$ cat config.mk
export PLATFORM = sky130hd
export DESIGN_NAME = pmic_interrupt_aggregator
export DESIGN_NICKNAME = d
export VERILOG_FILES = /design/src/hw/pmic_irq_pkg.sv /design/src/hw/flag_bank_if.sv /design/src/hw/event_flag_bank.sv /design/src/hw/pmic_interrupt_aggregator.sv
export SDC_FILE = /design/constraint.sdc
export NUM_CORES = 1
export LEC_CHECK = 0
export BUFFER_PORTS_ARGS = -buffer_cell sky130_fd_sc_hd__clkbuf_2
export CORE_AREA = 5 5 152 154
export CTS_BUF_LIST = sky130_fd_sc_hd__clkbuf_2
export DETAILED_ROUTE_END_ITERATION = 10
export DIE_AREA = 0 0 157 159
export SLEW_MARGIN = 15
export SYNTH_ARGS = -nofsm -noshare
export SYNTH_HDL_FRONTEND = slang
export SYNTH_HIERARCHICAL = 1
export SYNTH_SLANG_ARGS = --single-unit
export TNS_END_PERCENT = 50
$ cat constraint.sdc
create_clock -name clock -period 11.1 [get_ports clock]
set_clock_uncertainty 0.1 [all_clocks]
set_input_delay 1.11 -clock clock [delete_from_list [all_inputs] [get_ports clock]]
set_output_delay 1.11 -clock clock [all_outputs]
set_load 0.005 [all_outputs]
$ cat src/hw/pmic_irq_pkg.sv
package pmic_irq_pkg;

  // clock rate and the power key hold time
  localparam int CLOCK_HZ = 20_000_000;
  localparam int PUSH_HOLD_US = 5000;
  // least time in cycles, clock rate truncated to whole MHz
  localparam int PUSH_HOLD_CYCLES = (PUSH_HOLD_US * (CLOCK_HZ / 1_000_000) * 1 + 0);
  localparam int KEY_CNT_W = 20;

  // i2c target address, bit 4 is the factory option, left at 0
  localparam logic [6:0] TARGET_ADDR = 7'h61;

  // identity values: arbitrary, not tied to any real part
  localparam logic [4:0] PART_CODE = 5'h0b;
  localparam logic [2:0] REVISION_CODE = 3'h3;

  // register offsets
  localparam logic [7:0] ADDR_IDENTITY = 8'h00;
  localparam logic [7:0] ADDR_SUMMARY = 8'h01;
  localparam logic [7:0] ADDR_SYS_FLAGS = 8'h02;
  localparam logic [7:0] ADDR_SYS_MASK = 8'h03;
  localparam logic [7:0] ADDR_CHG_FLAGS = 8'h04;
  localparam logic [7:0] ADDR_CHG_MASK = 8'h05;
  localparam logic [7:0] ADDR_RAIL_FLAGS = 8'h06;
  localparam logic [7:0] ADDR_RAIL_MASK = 8'h07;

  // flag banks: system, charger, rail
  localparam int NUM_BANKS = 3;
  localparam int BANK_SYS = 0;
  localparam int BANK_CHG = 1;
  localparam int BANK_RAIL = 2;
  localparam logic [2:0][7:0] BANK_FLAG_ADDR = {ADDR_RAIL_FLAGS, ADDR_CHG_FLAGS, ADDR_SYS_FLAGS};
  localparam logic [2:0][7:0] BANK_MASK_ADDR = {ADDR_RAIL_MASK, ADDR_CHG_MASK, ADDR_SYS_MASK};
  localparam logic [2:0][7:0] BANK_MASK_RESET = {8'hff, 8'h7f, 8'h3f};
  localparam logic [2:0][7:0] BANK_USED_BITS = {8'h0f, 8'h7f, 8'h3f};
  localparam logic [7:0] FLAGS_RESET = 8'h00;

  // summary bit positions
  localparam int SUM_SYS_BIT = 3;
  localparam int SUM_CHG_BIT = 2;
  localparam int SUM_BUCK_BIT = 1;
  localparam int SUM_LDO_BIT = 0;
  localparam logic [3:0] SUMMARY_RESET = 4'h0;

  // system flag bit positions
  localparam int SYS_KEY_BIT = 5;
  localparam int SYS_WARM_BIT = 4;
  localparam int SYS_OVERHEAT_BIT = 3;
  localparam int SYS_SUPPLY_BIT = 2;
  localparam int SYS_WDOG_BIT = 1;
  localparam int SYS_INPWR_BIT = 0;

  // i2c engine states
  typedef enum logic [3:0] {
    I2C_IDLE,
    I2C_ADDR,
    I2C_ADDR_ACK,
    I2C_REG,
    I2C_REG_ACK,
    I2C_WDATA,
    I2C_WDATA_ACK,
    I2C_RDATA,
    I2C_RDATA_ACK
  } i2c_state_e;

endpackage

$ cat src/hw/flag_bank_if.sv
`timescale 1ns/1ns
`default_nettype none
// one flag register with its mask, between the top and a bank
interface flag_bank_if;
  logic [7:0] events;   // one-cycle set requests
  logic wr_clear;       // write-one-to-clear strobe
  logic wr_mask;        // mask write strobe
  logic [7:0] wr_data;  // data of either write
  logic [7:0] flags;    // latched flags
  logic [7:0] mask;     // mask, 1 blocks
  logic [7:0] active;   // flags that pass the mask
  modport owner(output events, wr_clear, wr_mask, wr_data, input flags, mask, active);
  modport bank(input events, wr_clear, wr_mask, wr_data, output flags, mask, active);
endinterface
`default_nettype wire

$ cat src/hw/event_flag_bank.sv
`timescale 1ns/1ns
`default_nettype none
module event_flag_bank #(
  parameter logic [7:0] MASK_RESET = 8'hff,
  parameter logic [7:0] USED_BITS = 8'hff
) (
  input wire logic clock,
  input wire logic rst_n,
  flag_bank_if.bank bus
);

  typedef struct packed {
    logic [7:0] flags; // latched events
    logic [7:0] mask;  // per-bit block
  } bank_s;

  bank_s st_reg;
  bank_s st_next;
  logic [7:0] clear_bits; // bits written with one

  // set wins over clear so an event in the clear cycle survives
  always_comb begin
    st_next = st_reg;
    clear_bits = bus.wr_clear ? bus.wr_data : 8'h00;
    st_next.flags = ((st_reg.flags & ~clear_bits) | bus.events) & USED_BITS;
    if (bus.wr_mask) begin
      st_next.mask = bus.wr_data;
    end
  end

  // state register
  always_ff @(posedge clock or negedge rst_n) begin
    if (!rst_n) begin
      st_reg <= '{flags: pmic_irq_pkg::FLAGS_RESET, mask: MASK_RESET};
    end else begin
      st_reg <= st_next;
    end
  end

  assign bus.flags = st_reg.flags;
  assign bus.mask = st_reg.mask;
  assign bus.active = st_reg.flags & ~st_reg.mask;
endmodule
`default_nettype wire

$ cat src/hw/pmic_interrupt_aggregator.sv
`timescale 1ns/1ns
`default_nettype none
// Overview of operation
// - identity register holds part and revision codes
// - events latch; first unmasked one pulls irq low
// - repeat of set flag changes nothing
// - several events set all flags, one assertion
// - summary groups system, charger, buck, ldo bits
// - group bit clears when all group flags clear
// - summary read-only, bits seven to four zero
// - unmasked system flag sets system group bit
// - flag registers are write-one-to-clear
// - key low past hold time sets bit five
// - temperature at warning threshold sets bit four
// - temperature at shutdown threshold sets bit three
// - low supply below pre-warning sets bit two
// - watchdog expiry sets bit one
// - input power status change sets bit zero
// - mask one blocks, resets ones; reserved bits store writes, rail mask resets ff
// - unmasked charger flag sets charger group bit
// - ones clear flags, zeros leave them alone
// - i2c target, auto-increment wraps, no stretching
// - rail flags feed buck and ldo group bits
module pmic_interrupt_aggregator #(
  parameter int PUSH_HOLD_CYCLES = pmic_irq_pkg::PUSH_HOLD_CYCLES
) (
  input wire logic clock,
  input wire logic reset_n,
  input wire logic scl_in,
  input wire logic sda_in,
  output logic sda_out,
  output logic sda_oe,
  output logic irq_out_n,
  input wire logic power_key_n,
  input wire logic [1:0] warn_threshold_sel,
  input wire logic [2:0] shutdown_threshold_sel,
  input wire logic [3:0] temp_warn_cmp,
  input wire logic [7:0] temp_shdn_cmp,
  input wire logic supply_low_warn,
  input wire logic watchdog_expired,
  input wire logic input_power_ok,
  input wire logic [3:0] charger_timer_events,
  input wire logic [2:0] charger_status_ok,
  input wire logic [3:0] rail_ok
);

  localparam logic [pmic_irq_pkg::KEY_CNT_W-1:0] HOLD_CNT = pmic_irq_pkg::KEY_CNT_W'(PUSH_HOLD_CYCLES);

  typedef struct packed {
    logic [2:0] scl_sync; // pin synchroniser, [0] first
    logic scl_f;          // agreed scl level
    logic [2:0] sda_sync; // pin synchroniser
    logic sda_f;          // agreed sda level
    logic [2:0] key_sync; // power key synchroniser
    logic key_f;          // agreed key level
    pmic_irq_pkg::i2c_state_e state;
    logic [3:0] bit_cnt;  // bits of the current byte
    logic [7:0] shift;    // received byte
    logic [7:0] tx;       // byte being sent
    logic [7:0] ptr;      // register pointer
    logic rw;             // read transfer
    logic nack;           // host refused more data
    logic oe;             // pulling sda low
    logic wr_en;          // one-cycle register write
    logic [7:0] wr_addr;
    logic [7:0] wr_data;
    logic [pmic_irq_pkg::KEY_CNT_W-1:0] key_cnt; // low time of the key
    logic pwr_prev;       // last input power status
    logic [2:0] chg_prev; // last charger status
    logic [3:0] rail_prev; // last rail good status
    logic [3:0] summary;  // group bits
    logic irq_n;          // registered interrupt line
  } top_s;

  top_s st_reg;
  top_s st_next;
  logic [1:0] rst_pipe; // reset release synchroniser
  logic rst_n;          // released reset used everywhere
  logic [2:0][7:0] bank_events;
  logic [2:0][7:0] bank_flags;
  logic [2:0][7:0] bank_mask;
  logic [2:0][7:0] bank_active;
  logic [3:0] summary_now; // group bits from current flags
  logic [7:0] rd_data;    // register at the pointer
  logic key_event;        // key held long enough
  logic scl_new;
  logic sda_new;
  logic scl_rise;
  logic scl_fall;
  logic bus_start;
  logic bus_stop;

  // reset asserts at once and releases after two edges
  always_ff @(posedge clock or negedge reset_n) begin
    if (!reset_n) begin
      rst_pipe <= 2'h0;
    end else begin
      rst_pipe <= {rst_pipe[0], 1'b1};
    end
  end
  assign rst_n = rst_pipe[1];

  // flag banks, one per register pair
  flag_bank_if bank_bus [pmic_irq_pkg::NUM_BANKS] ();
  for (genvar g = 0; g < pmic_irq_pkg::NUM_BANKS; g++) begin : g_bank
    assign bank_bus[g].events = bank_events[g];
    assign bank_bus[g].wr_clear = st_reg.wr_en && st_reg.wr_addr == pmic_irq_pkg::BANK_FLAG_ADDR[g];
    assign bank_bus[g].wr_mask = st_reg.wr_en && st_reg.wr_addr == pmic_irq_pkg::BANK_MASK_ADDR[g];
    assign bank_bus[g].wr_data = st_reg.wr_data;
    assign bank_flags[g] = bank_bus[g].flags;
    assign bank_mask[g] = bank_bus[g].mask;
    assign bank_active[g] = bank_bus[g].active;
    event_flag_bank #(
      .MASK_RESET(pmic_irq_pkg::BANK_MASK_RESET[g]),
      .USED_BITS(pmic_irq_pkg::BANK_USED_BITS[g])
    ) u_bank (
      .clock(clock),
      .rst_n(rst_n),
      .bus(bank_bus[g])
    );
  end

  // key event fires once, the cycle the low time reaches the hold count
  assign key_event = !st_reg.key_f && st_reg.key_cnt == HOLD_CNT - 1'b1;

  // event sources into the three banks
  always_comb begin
    bank_events = '0;
    bank_events[pmic_irq_pkg::BANK_SYS][pmic_irq_pkg::SYS_KEY_BIT] = key_event;
    bank_events[pmic_irq_pkg::BANK_SYS][pmic_irq_pkg::SYS_WARM_BIT] =
      temp_warn_cmp[warn_threshold_sel];
    bank_events[pmic_irq_pkg::BANK_SYS][pmic_irq_pkg::SYS_OVERHEAT_BIT] =
      temp_shdn_cmp[shutdown_threshold_sel];
    bank_events[pmic_irq_pkg::BANK_SYS][pmic_irq_pkg::SYS_SUPPLY_BIT] = supply_low_warn;
    bank_events[pmic_irq_pkg::BANK_SYS][pmic_irq_pkg::SYS_WDOG_BIT] = watchdog_expired;
    bank_events[pmic_irq_pkg::BANK_SYS][pmic_irq_pkg::SYS_INPWR_BIT] =
      input_power_ok != st_reg.pwr_prev;
    // charger: timer and limit pulses on top, status changes below
    bank_events[pmic_irq_pkg::BANK_CHG][6:3] = charger_timer_events;
    bank_events[pmic_irq_pkg::BANK_CHG][2:0] = charger_status_ok ^ st_reg.chg_prev;
    // rails: buck outputs in [3:2], ldo outputs in [1:0]
    bank_events[pmic_irq_pkg::BANK_RAIL][3:0] = rail_ok ^ st_reg.rail_prev;
  end

  // group bits follow the unmasked flags, so each clears with its last flag
  always_comb begin
    summary_now = pmic_irq_pkg::SUMMARY_RESET;
    summary_now[pmic_irq_pkg::SUM_SYS_BIT] = |bank_active[pmic_irq_pkg::BANK_SYS];
    summary_now[pmic_irq_pkg::SUM_CHG_BIT] = |bank_active[pmic_irq_pkg::BANK_CHG];
    summary_now[pmic_irq_pkg::SUM_BUCK_BIT] = |bank_active[pmic_irq_pkg::BANK_RAIL][3:2];
    summary_now[pmic_irq_pkg::SUM_LDO_BIT] = |bank_active[pmic_irq_pkg::BANK_RAIL][1:0];
  end

  // read mux; unmapped offsets read zero
  always_comb begin
    unique case (st_reg.ptr)
      pmic_irq_pkg::ADDR_IDENTITY: rd_data = {pmic_irq_pkg::PART_CODE, pmic_irq_pkg::REVISION_CODE};
      pmic_irq_pkg::ADDR_SUMMARY: rd_data = {4'h0, st_reg.summary};
      pmic_irq_pkg::ADDR_SYS_FLAGS: rd_data = bank_flags[pmic_irq_pkg::BANK_SYS];
      pmic_irq_pkg::ADDR_SYS_MASK: rd_data = bank_mask[pmic_irq_pkg::BANK_SYS];
      pmic_irq_pkg::ADDR_CHG_FLAGS: rd_data = bank_flags[pmic_irq_pkg::BANK_CHG];
      pmic_irq_pkg::ADDR_CHG_MASK: rd_data = bank_mask[pmic_irq_pkg::BANK_CHG];
      pmic_irq_pkg::ADDR_RAIL_FLAGS: rd_data = bank_flags[pmic_irq_pkg::BANK_RAIL];
      pmic_irq_pkg::ADDR_RAIL_MASK: rd_data = bank_mask[pmic_irq_pkg::BANK_RAIL];
      default: rd_data = 8'h00;
    endcase
  end

  // filtered pin levels and bus conditions
  assign scl_new = (st_reg.scl_sync[1] == st_reg.scl_sync[2]) ? st_reg.scl_sync[2] : st_reg.scl_f;
  assign sda_new = (st_reg.sda_sync[1] == st_reg.sda_sync[2]) ? st_reg.sda_sync[2] : st_reg.sda_f;
  assign scl_rise = scl_new && !st_reg.scl_f;
  assign scl_fall = !scl_new && st_reg.scl_f;
  assign bus_start = st_reg.scl_f && scl_new && st_reg.sda_f && !sda_new;
  assign bus_stop = st_reg.scl_f && scl_new && !st_reg.sda_f && sda_new;

  // next state: synchronisers, key timer, i2c target engine
  always_comb begin
    st_next = st_reg;
    st_next.wr_en = 1'b0;
    // three-stage pin sampling, first stage read only by the second
    st_next.scl_sync = {st_reg.scl_sync[1:0], scl_in};
    st_next.sda_sync = {st_reg.sda_sync[1:0], sda_in};
    st_next.key_sync = {st_reg.key_sync[1:0], power_key_n};
    st_next.scl_f = scl_new;
    st_next.sda_f = sda_new;
    if (st_reg.key_sync[1] == st_reg.key_sync[2]) begin
      st_next.key_f = st_reg.key_sync[2];
    end
    // key low time, held at the count so one press gives one event
    if (st_reg.key_f) begin
      st_next.key_cnt = '0;
    end else if (st_reg.key_cnt != HOLD_CNT) begin
      st_next.key_cnt = st_reg.key_cnt + 1'b1;
    end
    // status history for change detection
    st_next.pwr_prev = input_power_ok;
    st_next.chg_prev = charger_status_ok;
    st_next.rail_prev = rail_ok;
    // line stays low from the first unmasked event until all groups clear
    st_next.summary = summary_now;
    st_next.irq_n = ~|summary_now;
    // i2c engine; sda only changes after scl falls, never stretches scl
    if (bus_start) begin
      st_next.state = pmic_irq_pkg::I2C_ADDR;
      st_next.bit_cnt = 4'h0;
      st_next.oe = 1'b0;
    end else if (bus_stop) begin
      st_next.state = pmic_irq_pkg::I2C_IDLE;
      st_next.oe = 1'b0;
    end else begin
      unique case (st_reg.state)
        pmic_irq_pkg::I2C_IDLE: begin
          st_next.oe = 1'b0;
        end
        pmic_irq_pkg::I2C_ADDR, pmic_irq_pkg::I2C_REG, pmic_irq_pkg::I2C_WDATA: begin
          if (scl_rise) begin
            st_next.shift = {st_reg.shift[6:0], st_reg.sda_f};
            st_next.bit_cnt = st_reg.bit_cnt + 1'b1;
          end else if (scl_fall && st_reg.bit_cnt == 4'h8) begin
            st_next.bit_cnt = 4'h0;
            st_next.oe = 1'b1;
            if (st_reg.state == pmic_irq_pkg::I2C_ADDR) begin
              // a foreign address sends us back to idle without acknowledge
              if (st_reg.shift[7:1] == pmic_irq_pkg::TARGET_ADDR) begin
                st_next.rw = st_reg.shift[0];
                st_next.state = pmic_irq_pkg::I2C_ADDR_ACK;
              end else begin
                st_next.oe = 1'b0;
                st_next.state = pmic_irq_pkg::I2C_IDLE;
              end
            end else if (st_reg.state == pmic_irq_pkg::I2C_REG) begin
              st_next.ptr = st_reg.shift;
              st_next.state = pmic_irq_pkg::I2C_REG_ACK;
            end else begin
              // write to the pointer, then step it; 8-bit pointer wraps
              st_next.wr_en = 1'b1;
              st_next.wr_addr = st_reg.ptr;
              st_next.wr_data = st_reg.shift;
              st_next.ptr = st_reg.ptr + 1'b1;
              st_next.state = pmic_irq_pkg::I2C_WDATA_ACK;
            end
          end
        end
        pmic_irq_pkg::I2C_ADDR_ACK: begin
          if (scl_fall) begin
            if (st_reg.rw) begin
              // first read byte comes from the current pointer
              st_next.tx = rd_data;
              st_next.ptr = st_reg.ptr + 1'b1;
              st_next.oe = !rd_data[7];
              st_next.state = pmic_irq_pkg::I2C_RDATA;
            end else begin
              st_next.oe = 1'b0;
              st_next.state = pmic_irq_pkg::I2C_REG;
            end
          end
        end
        pmic_irq_pkg::I2C_REG_ACK, pmic_irq_pkg::I2C_WDATA_ACK: begin
          if (scl_fall) begin
            st_next.oe = 1'b0;
            st_next.state = pmic_irq_pkg::I2C_WDATA;
          end
        end
        pmic_irq_pkg::I2C_RDATA: begin
          if (scl_rise) begin
            st_next.bit_cnt = st_reg.bit_cnt + 1'b1;
          end else if (scl_fall) begin
            if (st_reg.bit_cnt == 4'h8) begin
              st_next.oe = 1'b0;
              st_next.bit_cnt = 4'h0;
              st_next.state = pmic_irq_pkg::I2C_RDATA_ACK;
            end else begin
              st_next.tx = {st_reg.tx[6:0], 1'b0};
              st_next.oe = !st_reg.tx[6];
            end
          end
        end
        pmic_irq_pkg::I2C_RDATA_ACK: begin
          if (scl_rise) begin
            st_next.nack = st_reg.sda_f;
          end else if (scl_fall) begin
            if (st_reg.nack) begin
              st_next.state = pmic_irq_pkg::I2C_IDLE;
            end else begin
              st_next.tx = rd_data;
              st_next.ptr = st_reg.ptr + 1'b1;
              st_next.oe = !rd_data[7];
              st_next.state = pmic_irq_pkg::I2C_RDATA;
            end
          end
        end
      endcase
    end
  end

  // state register; idle bus levels and released line after reset
  always_ff @(posedge clock or negedge rst_n) begin
    if (!rst_n) begin
      st_reg <= '{
        scl_sync: 3'h7, scl_f: 1'b1, sda_sync: 3'h7, sda_f: 1'b1,
        key_sync: 3'h7, key_f: 1'b1, state: pmic_irq_pkg::I2C_IDLE,
        bit_cnt: 4'h0, shift: 8'h00, tx: 8'h00, ptr: 8'h00, rw: 1'b0,
        nack: 1'b0, oe: 1'b0, wr_en: 1'b0, wr_addr: 8'h00, wr_data: 8'h00,
        key_cnt: '0, pwr_prev: 1'b0, chg_prev: 3'h0, rail_prev: 4'h0,
        summary: pmic_irq_pkg::SUMMARY_RESET, irq_n: 1'b1
      };
    end else begin
      st_reg <= st_next;
    end
  end

  // open drain: level is always low, only the enable moves
  assign sda_out = 1'b0;
  assign sda_oe = st_reg.oe;
  assign irq_out_n = st_reg.irq_n;
endmodule
`default_nettype wire

==> results_dict.tcl, run 1 <==
set metrics [dict create \
    power_frac_comb 0.051 \
    overflow 0 \
    grt_max_degree 77 \
    period_minus_slack_ns 3.00 \
    coreArea_um2 21600 \
    dpl.hpwl_um 11500 \
    drt_iter0_drc 384 \
    root_buffer "clkbuf_2" \
    path_class "reg2reg" \
    p_leak_nw 3.16 \
    drt_pre_antenna_iters 4 \
    start_util 0.341 \
    grt_pass1_vias 5236 \
    antenna_found_initial 1 \
    portBuffers 37 \
    post_cts_buffers 0 \
    slew_violations 0 \
    clock_path_buffers 2 \
    cp.arrival_ns 3.57 \
    sw_frac_of_total 0.291 \
    post_cts_resized 0 \
    finalHoldViolCount 0 \
    slew_headroom 0.275 \
    rows 54 \
    clk_pin_slew_ns 0.23 \
    clock_sinks 139 \
    post_dp_cell_area_um2 7670 \
    routed_wl_um 16500 \
    avgSynthCellArea_um2 10.7 \
    tightestPinTransition_ns 1.08 \
    status "completed" \
    wl_per_cell_um 16.5 \
    hold_path.class "reg2reg" \
    max_freq_mhz 333 \
    ant_nets 0 \
    cts-htree-levels 4 \
    critPathMaxFanout 25 \
    fin_util 0.368 \
    p_switching_w 0.000259 \
    dieHeight_um 159 \
    p_total_w 0.000889 \
    endpoint_kind "register" \
    final_cell_area_um2 7930 \
    drc_errors 0 \
    grt_pass1_wl_um 27500 \
    seq_power_share 0.603 \
    dieWidth_um 157 \
    rsz0062_at_grt "false" \
    finalNetCount 755 \
    netlist_area_um2 7340 \
    p_per_area_nw_per_um2 112 \
    internal_power_w 0.000630 \
    vdd_drop_max_uv 43.6 \
    cts_buffers 17 \
    syn_inst 689 \
    clk_latency_ns 0.71 \
    ios 39 \
    largest_reg_flops 80 \
    drive_above_1_share 0.230 \
    fill_cells 2143 \
    finalSetupViolCount 0 \
    synthToLayoutAreaGrowth_pct 7.96 \
    maxCapViolations 0 \
    grt_use_total 0.136 \
    tns_ns 0 \
    die-area_um2 25000 \
    gp_congestion 0.875 \
    period_share 0.271 \
    route.vias.total 5309 \
    ys_warn_count 6 \
    clkPwrFrac 0.346 \
    cts_tree "built" \
    critPathRequiredTime_ns 11.67 \
    vias_per_cell 5.30 \
    critPathLaunchType "register" \
]
[worst paths after layout]
kind | from | to | slack [ns] | depth (start not counted)
worst max-delay path | st_reg[81] | st_reg[64] | 8.10 | 5
worst min-delay path | st_next[87] | st_next[88] | 0.24 | 0
worst max register to register | st_reg[81] | st_reg[64] | 8.10 | 5
worst min register to register | st_next[87] | st_next[88] | 0.24 | 0
max in group asynchronous | rst_pipe[1] | st_reg[4] | 9.14 | 1
min in group asynchronous | rst_pipe[1] | st_reg[14] | 0.42 | 0
[metrics by stage]
step           setup slack (ns)  hold WS, ns  std cells
4_1_cts                    8.11        0.241       1001
6_report                   8.10        0.244       1002
3_3_place_gp               8.19        0.234        968
5_1_grt                    7.89        0.234       1002
3_5_place_dp               8.15        0.244        968
2_1_floorplan              6.90        0.231        696
[layout by cell type, fill, tap and decap left out, drive strengths merged, types with 6 or more instances in the layout]
cell type    n
nor3        11
clkbuf      54
nand2       45
dfstp       34
a21oi       19
a21o        18
ha          11
xor2        17
mux2        52
xnor2        9
inv         23
nor2b       26
conb        12
nor2        48
o21ai       20
o21a         6
nor3b        6
a31oi       11
and3         6
nand3       40
nor4        16
nand4       10
dfrtp      105
nand3b       6
o31ai        9
[final cells by class]
| cell class | count | area [um^2] | share of cell area |
|---|---|---|---|
| Tap cell | 280 | 350 | 0.0442 |
| Inverter | 16 | 60.1 | 0.00757 |
| Multi-Input combinational cell | 492 | 3520 | 0.444 |
| Clock inverter | 15 | 158 | 0.0199 |
| Timing Repair Buffer | 42 | 225 | 0.0284 |
| Sequential cell | 139 | 3520 | 0.445 |
| Clock buffer | 17 | 85.1 | 0.0107 |
| Antenna cell | 1 | 2.50 | 0.000316 |
[power groups by stage]
stage          clock network (W)  logic (W)  registers, W
5_1_grt                 0.000342  0.0000529      0.000540
3_3_place_gp                   0  0.0000453      0.000545
3_5_place_dp                   0  0.0000458      0.000545
4_1_cts                 0.000320  0.0000464      0.000537
6_report                0.000307  0.0000455      0.000536
2_1_floorplan                  0  0.0000342      0.000540
[critical path, cell delays in order, from the launching register on]
cell       delay (ns)
dfrtp_1          0.84
and4b_1          0.57
a32oi_1          0.27
a2111oi_4        0.78
o2111ai_1        0.28
nand3_1          0.12
[repair_timing]
action,CTS,global route
setup endpoints to repair,0,0
hold buffers,1,0
hold endpoints to repair,2,0
[routing by layer]
| metal | vias up | track usage | wire length (um) |
|---|---|---|---|
| met5 | - | 0 | 0 |
| met4 | 0 | 0.0426 | 226 |
| met3 | 18 | 0.0294 | 665 |
| met2 | 115 | 0.210 | 7710 |
| met1 | 2648 | 0.191 | 7930 |
| li1 | 2528 | - | - |
Note: power is estimated with default switching activity, not from simulation.
==> run 2, diff against run 1 <==
clock period = 2.8 ns   (was 11.1 ns; I/O delays follow)
==> run 2 against run 1 <==
Net effect:
- via count up 4.0%
- register-to-register slack worse by 7.9 ns
- clock-buffer cell count unchanged
- sequential share of layout area down 2.7 points
- critical endpoint is now st_reg[47]
==> results_dict.tcl, run 2 (synthesized netlist as in run 1, its figures left out) <==
set metrics [dict create \
    status "completed" \
    routed_wl_um 17000 \
    drc_errors 0 \
    hold_depth 2 \
    clk_pin_slew_ns 0.22 \
    clock_path_buffers 2 \
    tns_ns 0 \
    grt_pass1_wl_um 28300 \
    rows 54 \
    dpl.hpwl_um 11900 \
    period_minus_slack_ns 2.60 \
    vdd_drop_max_uv 209 \
    p_switching_w 0.000990 \
    power_frac_comb 0.064 \
    ios 39 \
    hold_buffers 25 \
    post_cts_resized 0 \
    seq_power_share 0.573 \
    p_leak_nw 3.42 \
    antenna_found_initial 1 \
    route.vias.total 5521 \
    slew_headroom 0.493 \
    synthToLayoutAreaGrowth_pct 14.9 \
    r2r-start "st_reg[93]" \
    tightestPinTransition_ns 0.749 \
    path_class "reg2reg" \
    cts_tree "built" \
    worst-r2r-cell-count 10 \
    dieWidth_um 157 \
    internal_power_w 0.00269 \
    drt_pre_antenna_iters 6 \
    largest_reg_flops 80 \
    layout_commonest_cell "dfrtp_1" \
    finalNetCount 806 \
    hold_start "scl_in" \
    clk_latency_ns 0.73 \
    die-area_um2 25000 \
    endpoint_kind "register" \
    finalHoldViolCount 0 \
    root_buffer "clkbuf_2" \
    coreArea_um2 21600 \
    slew_violations 0 \
    rsz0062_at_grt "false" \
    gp_congestion 0.859 \
    clkPwrFrac 0.362 \
    multi_input_comb_area_um2 3520 \
    fill_cells 2086 \
    cp.arrival_ns 3.15 \
    r2r-end "st_reg[47]" \
    period_share 0.927 \
    max_freq_mhz 385 \
    dieHeight_um 159 \
    portBuffers 37 \
    maxCapViolations 0 \
    whs_ns 0.0817 \
    critPathRequiredTime_ns 3.35 \
    post_cts_buffers 0 \
    start_util 0.341 \
    vias_per_cell 5.24 \
    clock_sinks 139 \
    wl_per_cell_um 16.1 \
    hold_path.class "in2reg" \
    grt_pass1_vias 5370 \
    p_per_area_nw_per_um2 436 \
    r2r_setup_slack_ns 0.20 \
    critPathMaxFanout 17 \
    sw_frac_of_total 0.269 \
    drive_above_1_share 0.245 \
    finalSetupViolCount 0 \
    min_to "st_next[95]" \
    critPathLaunchType "register" \
    grt_use_total 0.140 \
    final_cell_mix "dfrtp_1, clkbuf_2, nor2_1" \
    grt_max_degree 45 \
    overflow 0 \
    regArea_um2 3520 \
    drt_iter0_drc 457 \
    ant_nets 0 \
    cts_buffers 17 \
    cts-htree-levels 4 \
]
[run 2: cell types whose count changed in the layout (fill, tap and decap cells not counted), sizes merged]
cell	previous run	this run
bufinv	1	3
inv	23	21
dlygate4sd3	1	26
diode	1	2
buf	4	30
[run 2: cell type report]
type,count,area share
Tap cell,280,0.0415
Timing Repair Buffer,93,0.0839
Multi-Input combinational cell,492,0.417
Clock buffer,17,0.0101
Antenna cell,2,0.000593
Sequential cell,139,0.418
Inverter,16,0.00712
Clock inverter,15,0.0221
[run 2: worst max-delay path: stages, from the launching register on]
cell and delay, ns:
dfstp_2 0.44, a21o_1 0.17, o21a_1 0.14, inv_1 0.07, ha_1 0.29, nand2b_1 0.13, nor2_1 0.29, nand3_1 0.15
or2_1 0.28, buf_12 0.17, mux2_1 0.31
[run 2: worst max-delay path by stage]
stage | from | endpoint | slack [ns]
floorplan | st_reg[93] | bank_bus[0].wr_data[7] | 0.24
global placement | st_reg[93] | st_reg[45] | 0.28
detailed placement | st_reg[93] | st_reg[47] | 0.22
CTS | st_reg[93] | st_reg[47] | 0.19
global route | st_reg[93] | st_reg[46] | 0.02
finish | st_reg[93] | st_reg[47] | 0.20
[run 2: layer usage]
layer,track usage,part of all wire,vias to the layer above
met5,0,0,-
met4,0.0434,0.017,0
met3,0.0307,0.044,19
met2,0.215,0.47,140
met1,0.197,0.47,2735
li1,-,-,2627
[run 2: power by group through the flow]
stage	Clock, W	Combinational, W	Sequential, W
floorplan	0	0.000136	0.00214
global placement	0	0.000206	0.00214
detailed placement	0	0.000209	0.00215
CTS	0.00138	0.000240	0.00211
global route	0.00148	0.000272	0.00212
finish	0.00133	0.000237	0.00211
[run 2: metrics by stage]
| step | power, W | worst slack [ns] | util | instances | instance area (um^2) |
|---|---|---|---|---|---|
| floorplan | 0.00228 | 0.237 | - | 696 | 7370 |
| global placement | 0.00235 | 0.283 | 0.367 | 994 | 7900 |
| detailed placement | 0.00235 | 0.219 | 0.367 | 994 | 7900 |
| CTS | 0.00374 | 0.187 | 0.391 | 1051 | 8420 |
| global route | 0.00387 | 0.0203 | 0.391 | 1054 | 8440 |
| finish | 0.00368 | 0.203 | 0.391 | 1054 | 8440 |
